**src/pdm_pkg.sv**
```systemverilog
package pdm_pkg;

  // ------------------------------------------------------------
  // register map
  // ------------------------------------------------------------
  localparam logic [19:0] SYS_PWR_CTRL_OFS = 20'hEE012;
  localparam logic [19:0] MOD_HW_STANDBY_PIN_N_HI_OFS = 20'hEE01C;
  localparam logic [19:0] MOD_HW_STANDBY_PIN_N_LO_OFS = 20'hEE01D;
  localparam logic [19:0] PWR_STATUS_OFS = 20'hEE01E;

  localparam logic [7:0] SYS_PWR_CTRL_RST = 8'h09;
  localparam logic [7:0] MOD_HW_STANDBY_PIN_N_HI_RST = 8'h78;
  localparam logic [7:0] MOD_HW_STANDBY_PIN_N_LO_RST = 8'h00;

  // ------------------------------------------------------------
  // field positions
  // ------------------------------------------------------------
  localparam int STANDBY_SELECT_BIT = 7;
  localparam int SETTLE_WAIT_LSB = 4;
  localparam int STANDBY_BUS_DRIVE_BIT = 1;
  localparam int CLOCK_OUTPUT_STOP_BIT = 7;
  localparam logic [7:0] MOD_HW_STANDBY_PIN_N_HI_FIXED_ONES = 8'h78;
  localparam int SERIAL1_STANDBY_BIT = 1;
  localparam int SERIAL0_STANDBY_BIT = 0;
  localparam int TIMER16_STANDBY_BIT = 4;
  localparam int TIMER8_CH01_STANDBY_BIT = 3;
  localparam int TIMER8_CH23_STANDBY_BIT = 2;
  localparam int ADC_STANDBY_BIT = 0;

  // ------------------------------------------------------------
  // settling wait counts in states
  // ------------------------------------------------------------
  localparam logic [18:0] SETTLE_WAIT_0 = 19'h02000;
  localparam logic [18:0] SETTLE_WAIT_1 = 19'h04000;
  localparam logic [18:0] SETTLE_WAIT_2 = 19'h08000;
  localparam logic [18:0] SETTLE_WAIT_3 = 19'h10000;
  localparam logic [18:0] SETTLE_WAIT_4 = 19'h20000;
  localparam logic [18:0] SETTLE_WAIT_5 = 19'h40000;
  localparam logic [18:0] SETTLE_WAIT_6 = 19'h00400;

  localparam int NUM_MODULES = 6;

  typedef enum logic [2:0] {
    PDM_RUN = 3'b000,
    PDM_SLEEP = 3'b001,
    PDM_SW_HW_STANDBY_PIN_N = 3'b010,
    PDM_SETTLE = 3'b011,
    PDM_HW_HW_STANDBY_PIN_N = 3'b100
  } pdm_state_t;

endpackage : pdm_pkg

```
**src/pdm_hw_standby_pin_n_if.sv**
```systemverilog
interface pdm_hw_standby_pin_n_if;
  logic hw_standby_pin_n_req;
  logic mod_reset;
  logic mod_run;

  modport ctrl (output hw_standby_pin_n_req, output mod_reset, input mod_run);
  modport gate (input hw_standby_pin_n_req, input mod_reset, output mod_run);
endinterface : pdm_hw_standby_pin_n_if

```
**src/pdm_top.sv**
```systemverilog
// Functional notes
// standby select picks sleep or software standby
// standby select stays set after interrupt exit
// settle wait field maps to state counts
// hold cpu and peripherals during settle wait
// software sets crystal wait of 7 ms
// software sets external clock wait 100 us
// bus drive 0 floats bus in standby
// bus drive 1 holds address, strobes high
// high standby register loads 78 on reset
// low standby register loads 00 on reset
// clock output stop gates system clock pin
// high bits 6..3 read one, bit 2 stored
// high bits 1,0 stop serial channels
// low bit 4 stops 16-bit timer
// low bits 3,2 stop 8-bit timer pairs
// low bit 0 stops the converter
// low reserved bits are plain storage
// sleep halts cpu only, peripherals keep running
// enabled interrupt ends sleep, disabled does not
// masked non-nmi interrupt keeps sleeping
// init pin low in sleep resets device
// standby pin low enters hardware standby
// cleared standby bit restarts peripheral from reset
module pdm_top (
  input wire logic CLK, // 250 MHz system clock
  input wire logic RST_N, // synchronous reset, active low
  input wire logic CE, // clock enable, freezes state when low
  input wire logic [19:0] REG_ADDR, // register address
  input wire logic [7:0] REG_WDATA, // register write data
  input wire logic REG_WR, // write strobe
  input wire logic REG_RD, // read strobe
  output logic [7:0] REG_RDATA, // read data, cycle after strobe
  input wire logic CHIP_INIT_PIN_N, // chip reset pin, active low
  input wire logic HW_STANDBY_PIN_N, // hardware standby pin, active low
  input wire logic HALT_EXEC, // cpu executes halt instruction, pulse
  input wire logic NMI_REQ, // non-maskable interrupt request
  input wire logic [2:0] EXT_IRQ_REQ, // external interrupt lines
  input wire logic [2:0] EXT_IRQ_EN, // external interrupt enables
  input wire logic PERIPH_IRQ_REQ, // peripheral interrupt enabled in peripheral
  input wire logic IRQ_ACCEPT, // interrupt passes priority and cpu mask
  input wire logic [23:0] CPU_ADDR, // cpu address bus
  input wire logic [7:0] CPU_CS_N, // cpu chip selects
  input wire logic [3:0] CPU_STROBE_N, // address, read, high, low write strobes
  input wire logic SYS_CLK_IN, // system clock level for output pin
  output logic CPU_HALT, // cpu halted, registers held
  output logic INTR_EXCEPTION, // start interrupt exception handling, pulse
  output logic DEVICE_RESET, // device held in reset state
  output logic HW_STANDBY, // device in hardware standby
  output logic OSC_STOP, // oscillator halted
  output logic [23:0] ADDR_OUT, // address bus output
  output logic ADDR_OE, // address bus output enable
  output logic [7:0] CHIP_SELECT_N, // chip select outputs
  output logic ADDRESS_STROBE_N, // address strobe output
  output logic READ_STROBE_N, // read strobe output
  output logic HIGH_WRITE_STROBE_N, // high write strobe output
  output logic LOW_WRITE_STROBE_N, // low write strobe output
  output logic CTRL_OE, // bus control output enable
  output logic SYS_CLK_OUT, // system clock output pin
  output logic SYS_CLK_OE, // system clock output enable
  output logic [5:0] MOD_STOP, // serial0, serial1, t16, t8_01, t8_23, adc stop
  output logic [5:0] MOD_RESET // per-module reset request
);

  // ------------------------------------------------------------
  // registers
  // ------------------------------------------------------------
  logic [7:0] sys_pwr_ctrl_ff;
  logic [7:0] mod_hw_standby_pin_n_hi_ff;
  logic [7:0] mod_hw_standby_pin_n_lo_ff;
  logic [7:0] rdata_ff;
  pdm_pkg::pdm_state_t state_ff;
  pdm_pkg::pdm_state_t nxt_state;
  logic [18:0] settle_cnt_ff;
  logic [18:0] nxt_settle_cnt;
  logic [18:0] settle_len;
  logic [23:0] addr_hold_ff;
  logic [7:0] cs_hold_ff;
  logic [3:0] strobe_hold_ff;
  logic clk_out_ff;
  logic intr_ff;

  logic wake_sleep;
  logic wake_hw_standby_pin_n;
  logic in_hw_standby_pin_n;
  logic hw_init;
  logic [5:0] mod_bits;

  assign hw_init = !CHIP_INIT_PIN_N || !HW_STANDBY_PIN_N;

  // ------------------------------------------------------------
  // register writes
  // ------------------------------------------------------------
  // reset pin and hardware standby both initialise the registers
  always_ff @(posedge CLK) begin
    if (!RST_N) begin
      sys_pwr_ctrl_ff <= pdm_pkg::SYS_PWR_CTRL_RST;
    end else if (CE) begin
      if (hw_init) begin
        sys_pwr_ctrl_ff <= pdm_pkg::SYS_PWR_CTRL_RST;
      end else if (REG_WR && REG_ADDR == pdm_pkg::SYS_PWR_CTRL_OFS) begin
        sys_pwr_ctrl_ff <= REG_WDATA;
      end
    end
  end

  always_ff @(posedge CLK) begin
    if (!RST_N) begin
      mod_hw_standby_pin_n_hi_ff <= pdm_pkg::MOD_HW_STANDBY_PIN_N_HI_RST;
    end else if (CE) begin
      if (hw_init) begin
        mod_hw_standby_pin_n_hi_ff <= pdm_pkg::MOD_HW_STANDBY_PIN_N_HI_RST;
      end else if (REG_WR && REG_ADDR == pdm_pkg::MOD_HW_STANDBY_PIN_N_HI_OFS) begin
        mod_hw_standby_pin_n_hi_ff <= REG_WDATA | pdm_pkg::MOD_HW_STANDBY_PIN_N_HI_FIXED_ONES;
      end
    end
  end

  always_ff @(posedge CLK) begin
    if (!RST_N) begin
      mod_hw_standby_pin_n_lo_ff <= pdm_pkg::MOD_HW_STANDBY_PIN_N_LO_RST;
    end else if (CE) begin
      if (hw_init) begin
        mod_hw_standby_pin_n_lo_ff <= pdm_pkg::MOD_HW_STANDBY_PIN_N_LO_RST;
      end else if (REG_WR && REG_ADDR == pdm_pkg::MOD_HW_STANDBY_PIN_N_LO_OFS) begin
        mod_hw_standby_pin_n_lo_ff <= REG_WDATA;
      end
    end
  end

  // ------------------------------------------------------------
  // register reads
  // ------------------------------------------------------------
  always_ff @(posedge CLK) begin
    if (!RST_N) begin
      rdata_ff <= 8'h00;
    end else if (CE) begin
      if (!REG_RD) begin
        rdata_ff <= 8'h00;
      end else if (REG_ADDR == pdm_pkg::SYS_PWR_CTRL_OFS) begin
        rdata_ff <= sys_pwr_ctrl_ff;
      end else if (REG_ADDR == pdm_pkg::MOD_HW_STANDBY_PIN_N_HI_OFS) begin
        rdata_ff <= mod_hw_standby_pin_n_hi_ff | pdm_pkg::MOD_HW_STANDBY_PIN_N_HI_FIXED_ONES;
      end else if (REG_ADDR == pdm_pkg::MOD_HW_STANDBY_PIN_N_LO_OFS) begin
        rdata_ff <= mod_hw_standby_pin_n_lo_ff;
      end else if (REG_ADDR == pdm_pkg::PWR_STATUS_OFS) begin
        rdata_ff <= {5'h00, state_ff};
      end else begin
        rdata_ff <= 8'h00;
      end
    end
  end

  assign REG_RDATA = rdata_ff;

  // ------------------------------------------------------------
  // settling wait
  // ------------------------------------------------------------
  always_comb begin
    case (sys_pwr_ctrl_ff[pdm_pkg::SETTLE_WAIT_LSB +: 3])
      3'h0: settle_len = pdm_pkg::SETTLE_WAIT_0;
      3'h1: settle_len = pdm_pkg::SETTLE_WAIT_1;
      3'h2: settle_len = pdm_pkg::SETTLE_WAIT_2;
      3'h3: settle_len = pdm_pkg::SETTLE_WAIT_3;
      3'h4: settle_len = pdm_pkg::SETTLE_WAIT_4;
      3'h5: settle_len = pdm_pkg::SETTLE_WAIT_5;
      3'h6: settle_len = pdm_pkg::SETTLE_WAIT_6;
      // illegal code: take the longest wait as the safe choice
      default: settle_len = pdm_pkg::SETTLE_WAIT_5;
    endcase
  end

  // ------------------------------------------------------------
  // power state machine
  // ------------------------------------------------------------
  // peripheral wake needs the source enabled in the peripheral and unmasked
  assign wake_sleep = NMI_REQ || (IRQ_ACCEPT && (PERIPH_IRQ_REQ || |(EXT_IRQ_REQ & EXT_IRQ_EN)));
  assign wake_hw_standby_pin_n = NMI_REQ || (IRQ_ACCEPT && |(EXT_IRQ_REQ & EXT_IRQ_EN));

  always_comb begin
    nxt_state = state_ff;
    nxt_settle_cnt = settle_cnt_ff;
    case (state_ff)
      pdm_pkg::PDM_RUN: begin
        if (HALT_EXEC) begin
          if (sys_pwr_ctrl_ff[pdm_pkg::STANDBY_SELECT_BIT]) begin
            nxt_state = pdm_pkg::PDM_SW_HW_STANDBY_PIN_N;
          end else begin
            nxt_state = pdm_pkg::PDM_SLEEP;
          end
        end
      end
      pdm_pkg::PDM_SLEEP: begin
        if (wake_sleep) begin
          nxt_state = pdm_pkg::PDM_RUN;
        end
      end
      pdm_pkg::PDM_SW_HW_STANDBY_PIN_N: begin
        if (wake_hw_standby_pin_n) begin
          nxt_state = pdm_pkg::PDM_SETTLE;
          nxt_settle_cnt = settle_len - 19'h00001;
        end
      end
      pdm_pkg::PDM_SETTLE: begin
        if (settle_cnt_ff == 19'h00000) begin
          nxt_state = pdm_pkg::PDM_RUN;
        end else begin
          nxt_settle_cnt = settle_cnt_ff - 19'h00001;
        end
      end
      pdm_pkg::PDM_HW_HW_STANDBY_PIN_N: begin
        nxt_state = pdm_pkg::PDM_HW_HW_STANDBY_PIN_N;
      end
      default: nxt_state = pdm_pkg::PDM_RUN;
    endcase
    if (!HW_STANDBY_PIN_N) begin
      nxt_state = pdm_pkg::PDM_HW_HW_STANDBY_PIN_N;
    end else if (!CHIP_INIT_PIN_N) begin
      nxt_state = pdm_pkg::PDM_RUN;
    end
  end

  always_ff @(posedge CLK) begin
    if (!RST_N) begin
      state_ff <= pdm_pkg::PDM_RUN;
      settle_cnt_ff <= 19'h00000;
    end else if (CE) begin
      state_ff <= nxt_state;
      settle_cnt_ff <= nxt_settle_cnt;
    end
  end

  // wake pulse into exception handling, after settling if from standby
  always_ff @(posedge CLK) begin
    if (!RST_N) begin
      intr_ff <= 1'b0;
    end else if (CE) begin
      intr_ff <= (state_ff == pdm_pkg::PDM_SLEEP && nxt_state == pdm_pkg::PDM_RUN && !hw_init)
        || (state_ff == pdm_pkg::PDM_SETTLE && nxt_state == pdm_pkg::PDM_RUN && !hw_init);
    end
  end

  assign in_hw_standby_pin_n = (state_ff == pdm_pkg::PDM_SW_HW_STANDBY_PIN_N) || (state_ff == pdm_pkg::PDM_SETTLE);
  assign CPU_HALT = state_ff != pdm_pkg::PDM_RUN;
  assign INTR_EXCEPTION = intr_ff;
  assign DEVICE_RESET = !CHIP_INIT_PIN_N;
  assign HW_STANDBY = state_ff == pdm_pkg::PDM_HW_HW_STANDBY_PIN_N;
  assign OSC_STOP = (state_ff == pdm_pkg::PDM_SW_HW_STANDBY_PIN_N) || HW_STANDBY;

  // ------------------------------------------------------------
  // bus pins
  // ------------------------------------------------------------
  // last bus state captured while running, replayed in standby
  always_ff @(posedge CLK) begin
    if (!RST_N) begin
      addr_hold_ff <= 24'h000000;
      cs_hold_ff <= 8'hFF;
      strobe_hold_ff <= 4'hF;
    end else if (CE) begin
      if (!in_hw_standby_pin_n) begin
        addr_hold_ff <= CPU_ADDR;
        cs_hold_ff <= CPU_CS_N;
        strobe_hold_ff <= CPU_STROBE_N;
      end
    end
  end

  always_comb begin
    ADDR_OUT = addr_hold_ff;
    CHIP_SELECT_N = cs_hold_ff;
    {ADDRESS_STROBE_N, READ_STROBE_N, HIGH_WRITE_STROBE_N, LOW_WRITE_STROBE_N} = strobe_hold_ff;
    ADDR_OE = !HW_STANDBY;
    CTRL_OE = !HW_STANDBY;
    if (in_hw_standby_pin_n) begin
      if (sys_pwr_ctrl_ff[pdm_pkg::STANDBY_BUS_DRIVE_BIT]) begin
        CHIP_SELECT_N = 8'hFF;
        {ADDRESS_STROBE_N, READ_STROBE_N, HIGH_WRITE_STROBE_N, LOW_WRITE_STROBE_N} = 4'hF;
      end else begin
        ADDR_OE = 1'b0;
        CTRL_OE = 1'b0;
      end
    end
  end

  // ------------------------------------------------------------
  // system clock output
  // ------------------------------------------------------------
  always_ff @(posedge CLK) begin
    if (!RST_N) begin
      clk_out_ff <= 1'b0;
    end else if (CE) begin
      clk_out_ff <= SYS_CLK_IN & ~mod_hw_standby_pin_n_hi_ff[pdm_pkg::CLOCK_OUTPUT_STOP_BIT];
    end
  end

  assign SYS_CLK_OUT = clk_out_ff;
  assign SYS_CLK_OE = !mod_hw_standby_pin_n_hi_ff[pdm_pkg::CLOCK_OUTPUT_STOP_BIT] && !HW_STANDBY;

  // ------------------------------------------------------------
  // module standby gates
  // ------------------------------------------------------------
  assign mod_bits = {
    mod_hw_standby_pin_n_lo_ff[pdm_pkg::ADC_STANDBY_BIT],
    mod_hw_standby_pin_n_lo_ff[pdm_pkg::TIMER8_CH23_STANDBY_BIT],
    mod_hw_standby_pin_n_lo_ff[pdm_pkg::TIMER8_CH01_STANDBY_BIT],
    mod_hw_standby_pin_n_lo_ff[pdm_pkg::TIMER16_STANDBY_BIT],
    mod_hw_standby_pin_n_hi_ff[pdm_pkg::SERIAL1_STANDBY_BIT],
    mod_hw_standby_pin_n_hi_ff[pdm_pkg::SERIAL0_STANDBY_BIT]
  };

  genvar gi;
  generate
    for (gi = 0; gi < pdm_pkg::NUM_MODULES; gi++) begin : g_gate
      pdm_hw_standby_pin_n_if gif ();
      assign gif.hw_standby_pin_n_req = mod_bits[gi];
      // software and hardware standby halt and reset every module
      assign gif.mod_reset = in_hw_standby_pin_n || HW_STANDBY;
      pdm_module_gate u_gate (
        .clk(CLK),
        .rst_n(RST_N),
        .ce(CE),
        .port_if(gif),
        .stop_o(MOD_STOP[gi]),
        .reset_o(MOD_RESET[gi])
      );
    end
  endgenerate

endmodule : pdm_top

```
**src/pdm_module_gate.sv**
```systemverilog
module pdm_module_gate (
  input wire logic clk, // system clock
  input wire logic rst_n, // synchronous reset
  input wire logic ce, // clock enable
  pdm_hw_standby_pin_n_if.gate port_if, // standby control
  output logic stop_o, // peripheral clock stop
  output logic reset_o // peripheral reset request
);

  logic stop_ff;
  logic held_ff;

  // restart comes from reset, never from the frozen state
  always_ff @(posedge clk) begin
    if (!rst_n) begin
      stop_ff <= 1'b0;
      held_ff <= 1'b0;
    end else if (ce) begin
      stop_ff <= port_if.hw_standby_pin_n_req | port_if.mod_reset;
      held_ff <= port_if.hw_standby_pin_n_req | port_if.mod_reset | (held_ff & stop_ff);
    end
  end

  assign stop_o = stop_ff;
  assign reset_o = held_ff;
  assign port_if.mod_run = ~stop_ff;

endmodule : pdm_module_gate

```
**config.mk**
```make
export PLATFORM = sky130hd
export DESIGN_NAME = pdm_top
export DESIGN_NICKNAME = d
export VERILOG_FILES = /design/src/pdm_pkg.sv /design/src/pdm_hw_standby_pin_n_if.sv /design/src/pdm_top.sv /design/src/pdm_module_gate.sv
export SDC_FILE = /design/constraint.sdc
export NUM_CORES = 1
export LEC_CHECK = 0
export ABC_AREA = 1
export CAP_MARGIN = 25
export CELL_PAD_IN_SITES_DETAIL_PLACEMENT = 2
export CELL_PAD_IN_SITES_GLOBAL_PLACEMENT = 2
export CORE_MARGIN = 1.5
export CORE_UTILIZATION = 34
export CTS_BUF_LIST = sky130_fd_sc_hd__clkbuf_2 sky130_fd_sc_hd__clkbuf_4 sky130_fd_sc_hd__clkbuf_8
export DETAILED_ROUTE_END_ITERATION = 12
export DONT_BUFFER_PORTS = 1
export PLACE_DENSITY = 0.9
export SYNTH_ARGS = -nofsm -noshare
export SYNTH_HDL_FRONTEND = slang
export SYNTH_SLANG_ARGS = --single-unit
```
**constraint.sdc**
```tcl
create_clock -name CLK -period 1.9 [get_ports CLK]
set_input_delay 0.19 -clock CLK [delete_from_list [all_inputs] [get_ports CLK]]
set_output_delay 0.19 -clock CLK [all_outputs]
set_load 0.01 [all_outputs]
```
# Word-level counts from Yosys, hierarchy flattened
# Index checks and enable logic that the tools add are counted.
[classes] addsub=2 eq_ne=15 mux=35 n_bitwise=22 reduce_logical=38
[ops] operator="$pmux 19 s6" n=1
[ops] operator="$mux 8" n=12
[ops] operator="$eq 20x20->1 const B" n=4
[ops] operator="$mux 19" n=2
[ops] operator="$pmux 19 s2" n=1
[ops] operator="$sub 19x1->19 const B" n=2
[ops] operator="$mux 3" n=7
[ops] operator="$logic_not 19->1" n=1
[ops] operator="$pmux 3 s5" n=1
[ops] operator="$eq 3x2->1 const B" n=4
[ops] operator="$or 1x1->1" n=12
[ops] operator="$logic_and 1x1->1" n=10
[ops] operator="$mux 1" n=10
[ops] operator="$eq 3x3->1 const B" n=3
[ops] operator="$logic_not 3->1" n=3
[ops] operator="$logic_or 1x1->1" n=8
[ops] operator="$reduce_and 2->1" n=4
[ops] operator="$reduce_bool 2->1" n=4
[ops] operator="$and 1x1->1" n=7
[ops] operator="$eq 3x1->1 const B" n=2
[ops] operator="$logic_not 1->1" n=5
[ops] operator="$ne 2x2->1 const B" n=2
[ops] operator="$reduce_and 4->1" n=1
[ops] operator="$and 3x3->3" n=1
[ops] operator="4 further kinds" n=5
[word_totals] reg_bits=104 inputBits=82 output_inout_bits=65 word_cells=135

# Longest topological paths before layout
[depth] word_depth=13 depth_mapped=14 depth_no_buf=12

# Cells and area by module
# From an unflattened synthesis, not the netlist that was laid out.
[unflattened] cells_unflattened=765 area_unflattened_um2=5191.2
[modules_own_cells] mod="pdm_top" instances=1 cells_each=699 area_each_um2=4650.7 seq_area_each_um2=1761.7
[modules_own_cells] mod="pdm_module_gate" instances=6 cells_each=11 area_each_um2=90.1 seq_area_each_um2=40.0

# Worst setup path after synthesis
# OpenSTA, ideal clock, no wires.
[synth_path] path_type="flip-flop to flip-flop" from="reg state_ff[1]" to="reg settle_cnt_ff[16]" setup_ns=0.116 arrival_time_ns=1.570 required_time_ns=1.784 slack_ns=0.214 path_stages_with_launch=14 period_less_slack_ns=1.686 path_cell_list="dfxtp_1 > nand2_2 > nor2_4 > buf_4 > nand2_1 > ha_1 > nand2_1 > nor2_1 > nand2_2 > inv_1 > nand3_1 > nand2_1 > nor2_1 > nor2_1"
[synth_between] elab_chain_len=3 elab_cells_between_ends=7
[synth_lines] item="start: declaration" line_no="pdm_top.sv:72" source="pdm_pkg::pdm_state_t state_ff;"
[synth_lines] item="start signal: assignment" line_no="pdm_top.sv:225" source="state_ff <= pdm_pkg::PDM_RUN;"
[synth_lines] item="start signal: assignment" line_no="pdm_top.sv:228" source="state_ff <= nxt_state;"
[synth_lines] item="$eq 3x2->1" line_no="pdm_top.sv:183" source="case (state_ff)"
[synth_lines] item="$ne 2x2->1 (no source line) / $reduce_bool 2->1 (equally long branches)"
[synth_lines] item="$reduce_and 4->1 (no source line)"
[synth_lines] item="end signal: assignment" line_no="pdm_top.sv:229" source="settle_cnt_ff <= nxt_settle_cnt;"
[synth_lines] item="end: declaration" line_no="pdm_top.sv:74" source="logic [18:0] settle_cnt_ff;"
# Several ways; a longest one is shown, not always the timed one.
# A chain may end at the register's enable or synchronous reset.

# Worst setup path in the final report
[layout_path] from="reg state_ff[0]" to="reg settle_cnt_ff[14]"
# The elaborated chain is that of the path after synthesis.

==> reports/results.ini <==
[min_path]
min_from=REG_WDATA[3]
whs_path_depth=2
holdPathEnd=sys_pwr_ctrl_ff[3]$_SDFFE_PN1P_
hp-class=in -> reg

[timing]
tightest_slew_ns=0.516
finalHoldWorstSlack_ns=-0.00863
setup_viol=0
hold_viol=1
min_period_over_period_pct=97.7
finalMaxSlewViolations=0
period_minus_slack_ns=1.86
clock_skew_ns=0.0108
slew_headroom_pct=65.5
fmax_mhz=539
fin_ws_ns=0.0437

[routing]
dr.pass1.iters=4
ant_nets=0
drt-initial-drc-count=247
route.detailed.drc=0
route.vias.total=5305
avgRoutedWirePerCell_um=20.7
vias_per_cell=5.36
drt-total-wl_um=20500

[cells_and_area]
antennaDiodeCount=0
nets=885
instances_no_fill=990
synthToLayoutAreaGrowth_pct=16.5
final_cell_area_um2=5880
drive_gt1_share_pct=9.06

[critical_path]
r2r_slack_ns=0.04
r2r_start=state_ff[0]$_SDFFE_PN0P_
crit_type=reg -> reg
worstPathArrival_ns=2.14
cp_max_fo=22
worstReg2RegEnd=settle_cnt_ff[14]$_SDFFE_PN0P_
endpoint_kind=flop
startpoint_type=flop
reg2regPathDepth=10
cp.required_ns=2.19

[cts]
cts_made_buffers=9
clock_latency_ns=0.39
clock-root-buffer=clkbuf_8
clkTransAtPathRegs_ns=0.10
h-tree-depth=3
cts_tree=built
clock_path_buffers=2
cts_sinks=100

[floorplan]
die_h_um=125
boundaryPins=147
start_util_pct=34.7
die_w_um=125
die_area_um2=15600
core_area_um2=14500
num_rows=44

[place]
port_buffers=0
gp_congestion=0.803
dpl.cell_count=929
hpwl_um=13000
dpl_cell_area_um2=5180
dp_slack_ns=0.00920

[synth]
syn-num-nets=858
ys_seq_area_share_pct=39.7
ys.warnings.count=0
syn_area_per_cell_um2=6.51
synth_area_um2=5050
ys_seq_elements=100
synthCells=775
ys_types=32

[global_routing]
overflow=0
track_usage_pct=25.5
grt_pass1_vias=6055
antenna_found_initial=0
grt_pass1_wl_um=31700
grt_max_degree=72

[power]
p_leak_nw=2.67
power_frac_clock_pct=29.9
p_int_mw=3.03
p_total_mw=4.44
irDropWorstVdd_mv=0.379
p_sw_share_pct=31.9
p_comb_share_pct=16.9
p_sw_mw=1.42
power_density_nw_per_um2=756
p_seq_share_pct=53.2

[run_status]
status=complete, but fails checks
failed_checks=hold timing

[run]
cap_violations=0

## through the flow
| stage | utilization, % | setup TNS [ns] |
|---|---|---|
| finish | 40.5 | 0 |
| global route | 40.5 | -0.126 |
| CTS | 39.8 | 0 |
| detailed placement | 35.6 | 0 |
| global placement | 35.6 | 0 |
| floorplan | - | 0 |
## state kept, by name (all words and copies together) (netlist names)
name and cells:
SYS_CLK_OUT 1, mod_hw_standby_pin_n_hi_ff 4, state_ff 3, mod_hw_standby_pin_n_lo_ff 8, strobe_hold_ff 4, g_gate.u_gate.stop_o 6
g_gate.u_gate.reset_o 6, settle_cnt_ff 19, INTR_EXCEPTION 1, ADDR_OUT 24, REG_RDATA 8, cs_hold_ff 8
sys_pwr_ctrl_ff 8
## how the worst max path moves through the flow
stage | from | endpoint | cells after the start
after CTS | state_ff[1]$_SDFFE_PN0P_ | CHIP_SELECT_N[0] | 6
after global routing | state_ff[0]$_SDFFE_PN0P_ | settle_cnt_ff[14]$_SDFFE_PN0P_ | 10
final | state_ff[0]$_SDFFE_PN0P_ | settle_cnt_ff[14]$_SDFFE_PN0P_ | 10
after global placement | REG_ADDR[4] | mod_hw_standby_pin_n_lo_ff[4]$_SDFFE_PN0P_ | 9
after floorplan | state_ff[1]$_SDFFE_PN0P_ | settle_cnt_ff[16]$_SDFFE_PN0P_ | 13
after detailed placement | REG_ADDR[17] | mod_hw_standby_pin_n_lo_ff[1]$_SDFFE_PN0P_ | 10
## power groups by stage
stage                     Combinational (mW)  Clock [mW]  Sequential [mW]
after floorplan                        0.496           0             2.35
after global placement                 0.537           0             2.39
after detailed placement               0.589           0             2.40
after CTS                              0.698        1.36             2.36
after global routing                   0.831        1.47             2.38
final                                  0.751        1.33             2.36
## synth_stat cells, drive strengths merged
| library cell | instances | area, um^2 |
|---|---|---|
| nand2 | 178 | 681 |
| nor2 | 165 | 639 |
| dfxtp | 100 | 2000 |
| o21ai | 81 | 424 |
| inv | 80 | 300 |
| a21oi | 45 | 236 |
| nand3 | 37 | 190 |
| buf | 27 | 180 |
| clkbuf | 20 | 75.1 |
| o211ai | 13 | 97.6 |
| nand4 | 8 | 65.1 |
| xor2 | 7 | 61.3 |
| nor3 | 5 | 25.0 |
| nand3b | 3 | 22.5 |
| xnor2 | 2 | 17.5 |
| clkinv | 1 | 5.00 |
| ha | 1 | 12.5 |
| o21a | 1 | 7.51 |
| or2 | 1 | 6.26 |
## cell type report
type	instances	area, um^2
fill	1750	8650
multi-input combinational	549	2550
sequential	100	2010
timing repair buffer	60	603
inverter	81	309
tap	184	230
clock buffer	12	153
clock inverter	3	23.8
timing repair inverter	1	7.51
## cells in the final DEF, fill, tap and decap left out, types with 2 or more instances in the layout
master         count
a21oi_1           42
a21oi_2            3
buf_12             2
buf_4             16
clkbuf_4           2
clkbuf_8          10
clkinvlp_4         4
dfxtp_1           97
dfxtp_2            3
dlygate4sd3_1     40
inv_1             78
nand2_1          169
nand2_2            9
nand2_4            2
nand3_1           36
nand3b_1           3
nand4_1            7
nor2_1           155
nor2_2             6
nor2_4             4
nor3_1             5
o211ai_1          13
o21ai_0           73
o21ai_1            4
o21ai_2            3
xnor2_1            2
xor2_1             7
## metal layers
| metal | vias up | global-route usage (%) | routed length, um |
|---|---|---|---|
| met4 | 0 | 8.29 | 491 |
| met5 | - | 0 | 0 |
| met3 | 39 | 6.27 | 1280 |
| li1 | 2488 | - | - |
| met1 | 2600 | 28.4 | 8200 |
| met2 | 178 | 47.1 | 10500 |
## logic make-up after synthesis
family | count (synthesis) | share of synthesized area [%]
adder cells (fa/ha/maj) | 1 | 0.248
flip-flops | 100 | 39.7
AND/OR/NAND/NOR | 397 | 32.3
AO/OA/AOI/OAI | 140 | 15.2
buffers and inverters | 128 | 11.1
XOR/XNOR | 9 | 1.56
## worst max-delay path: stages, from the launching register on
cell and delay, ns:
dfxtp_2 0.37, nand2_2 0.09, nor2_4 0.06, buf_12 0.15, o21ai_1 0.19, nand3_1 0.22
nor2_2 0.24, nand2_1 0.11, xor2_1 0.16, nor2_1 0.10, nor2_1 0.05
## timing repair
item / CTS / global route
pin swaps: 0 / 2
buffers inserted: 0 / 2
hold endpoints to repair: 75 / 0
endpoints found under the setup margin: 2 / 56
cloned: 0 / 3
gates resized for setup: 3 / 19
hold buffers: 41 / 0
Note: power is estimated with default switching activity, not from simulation.
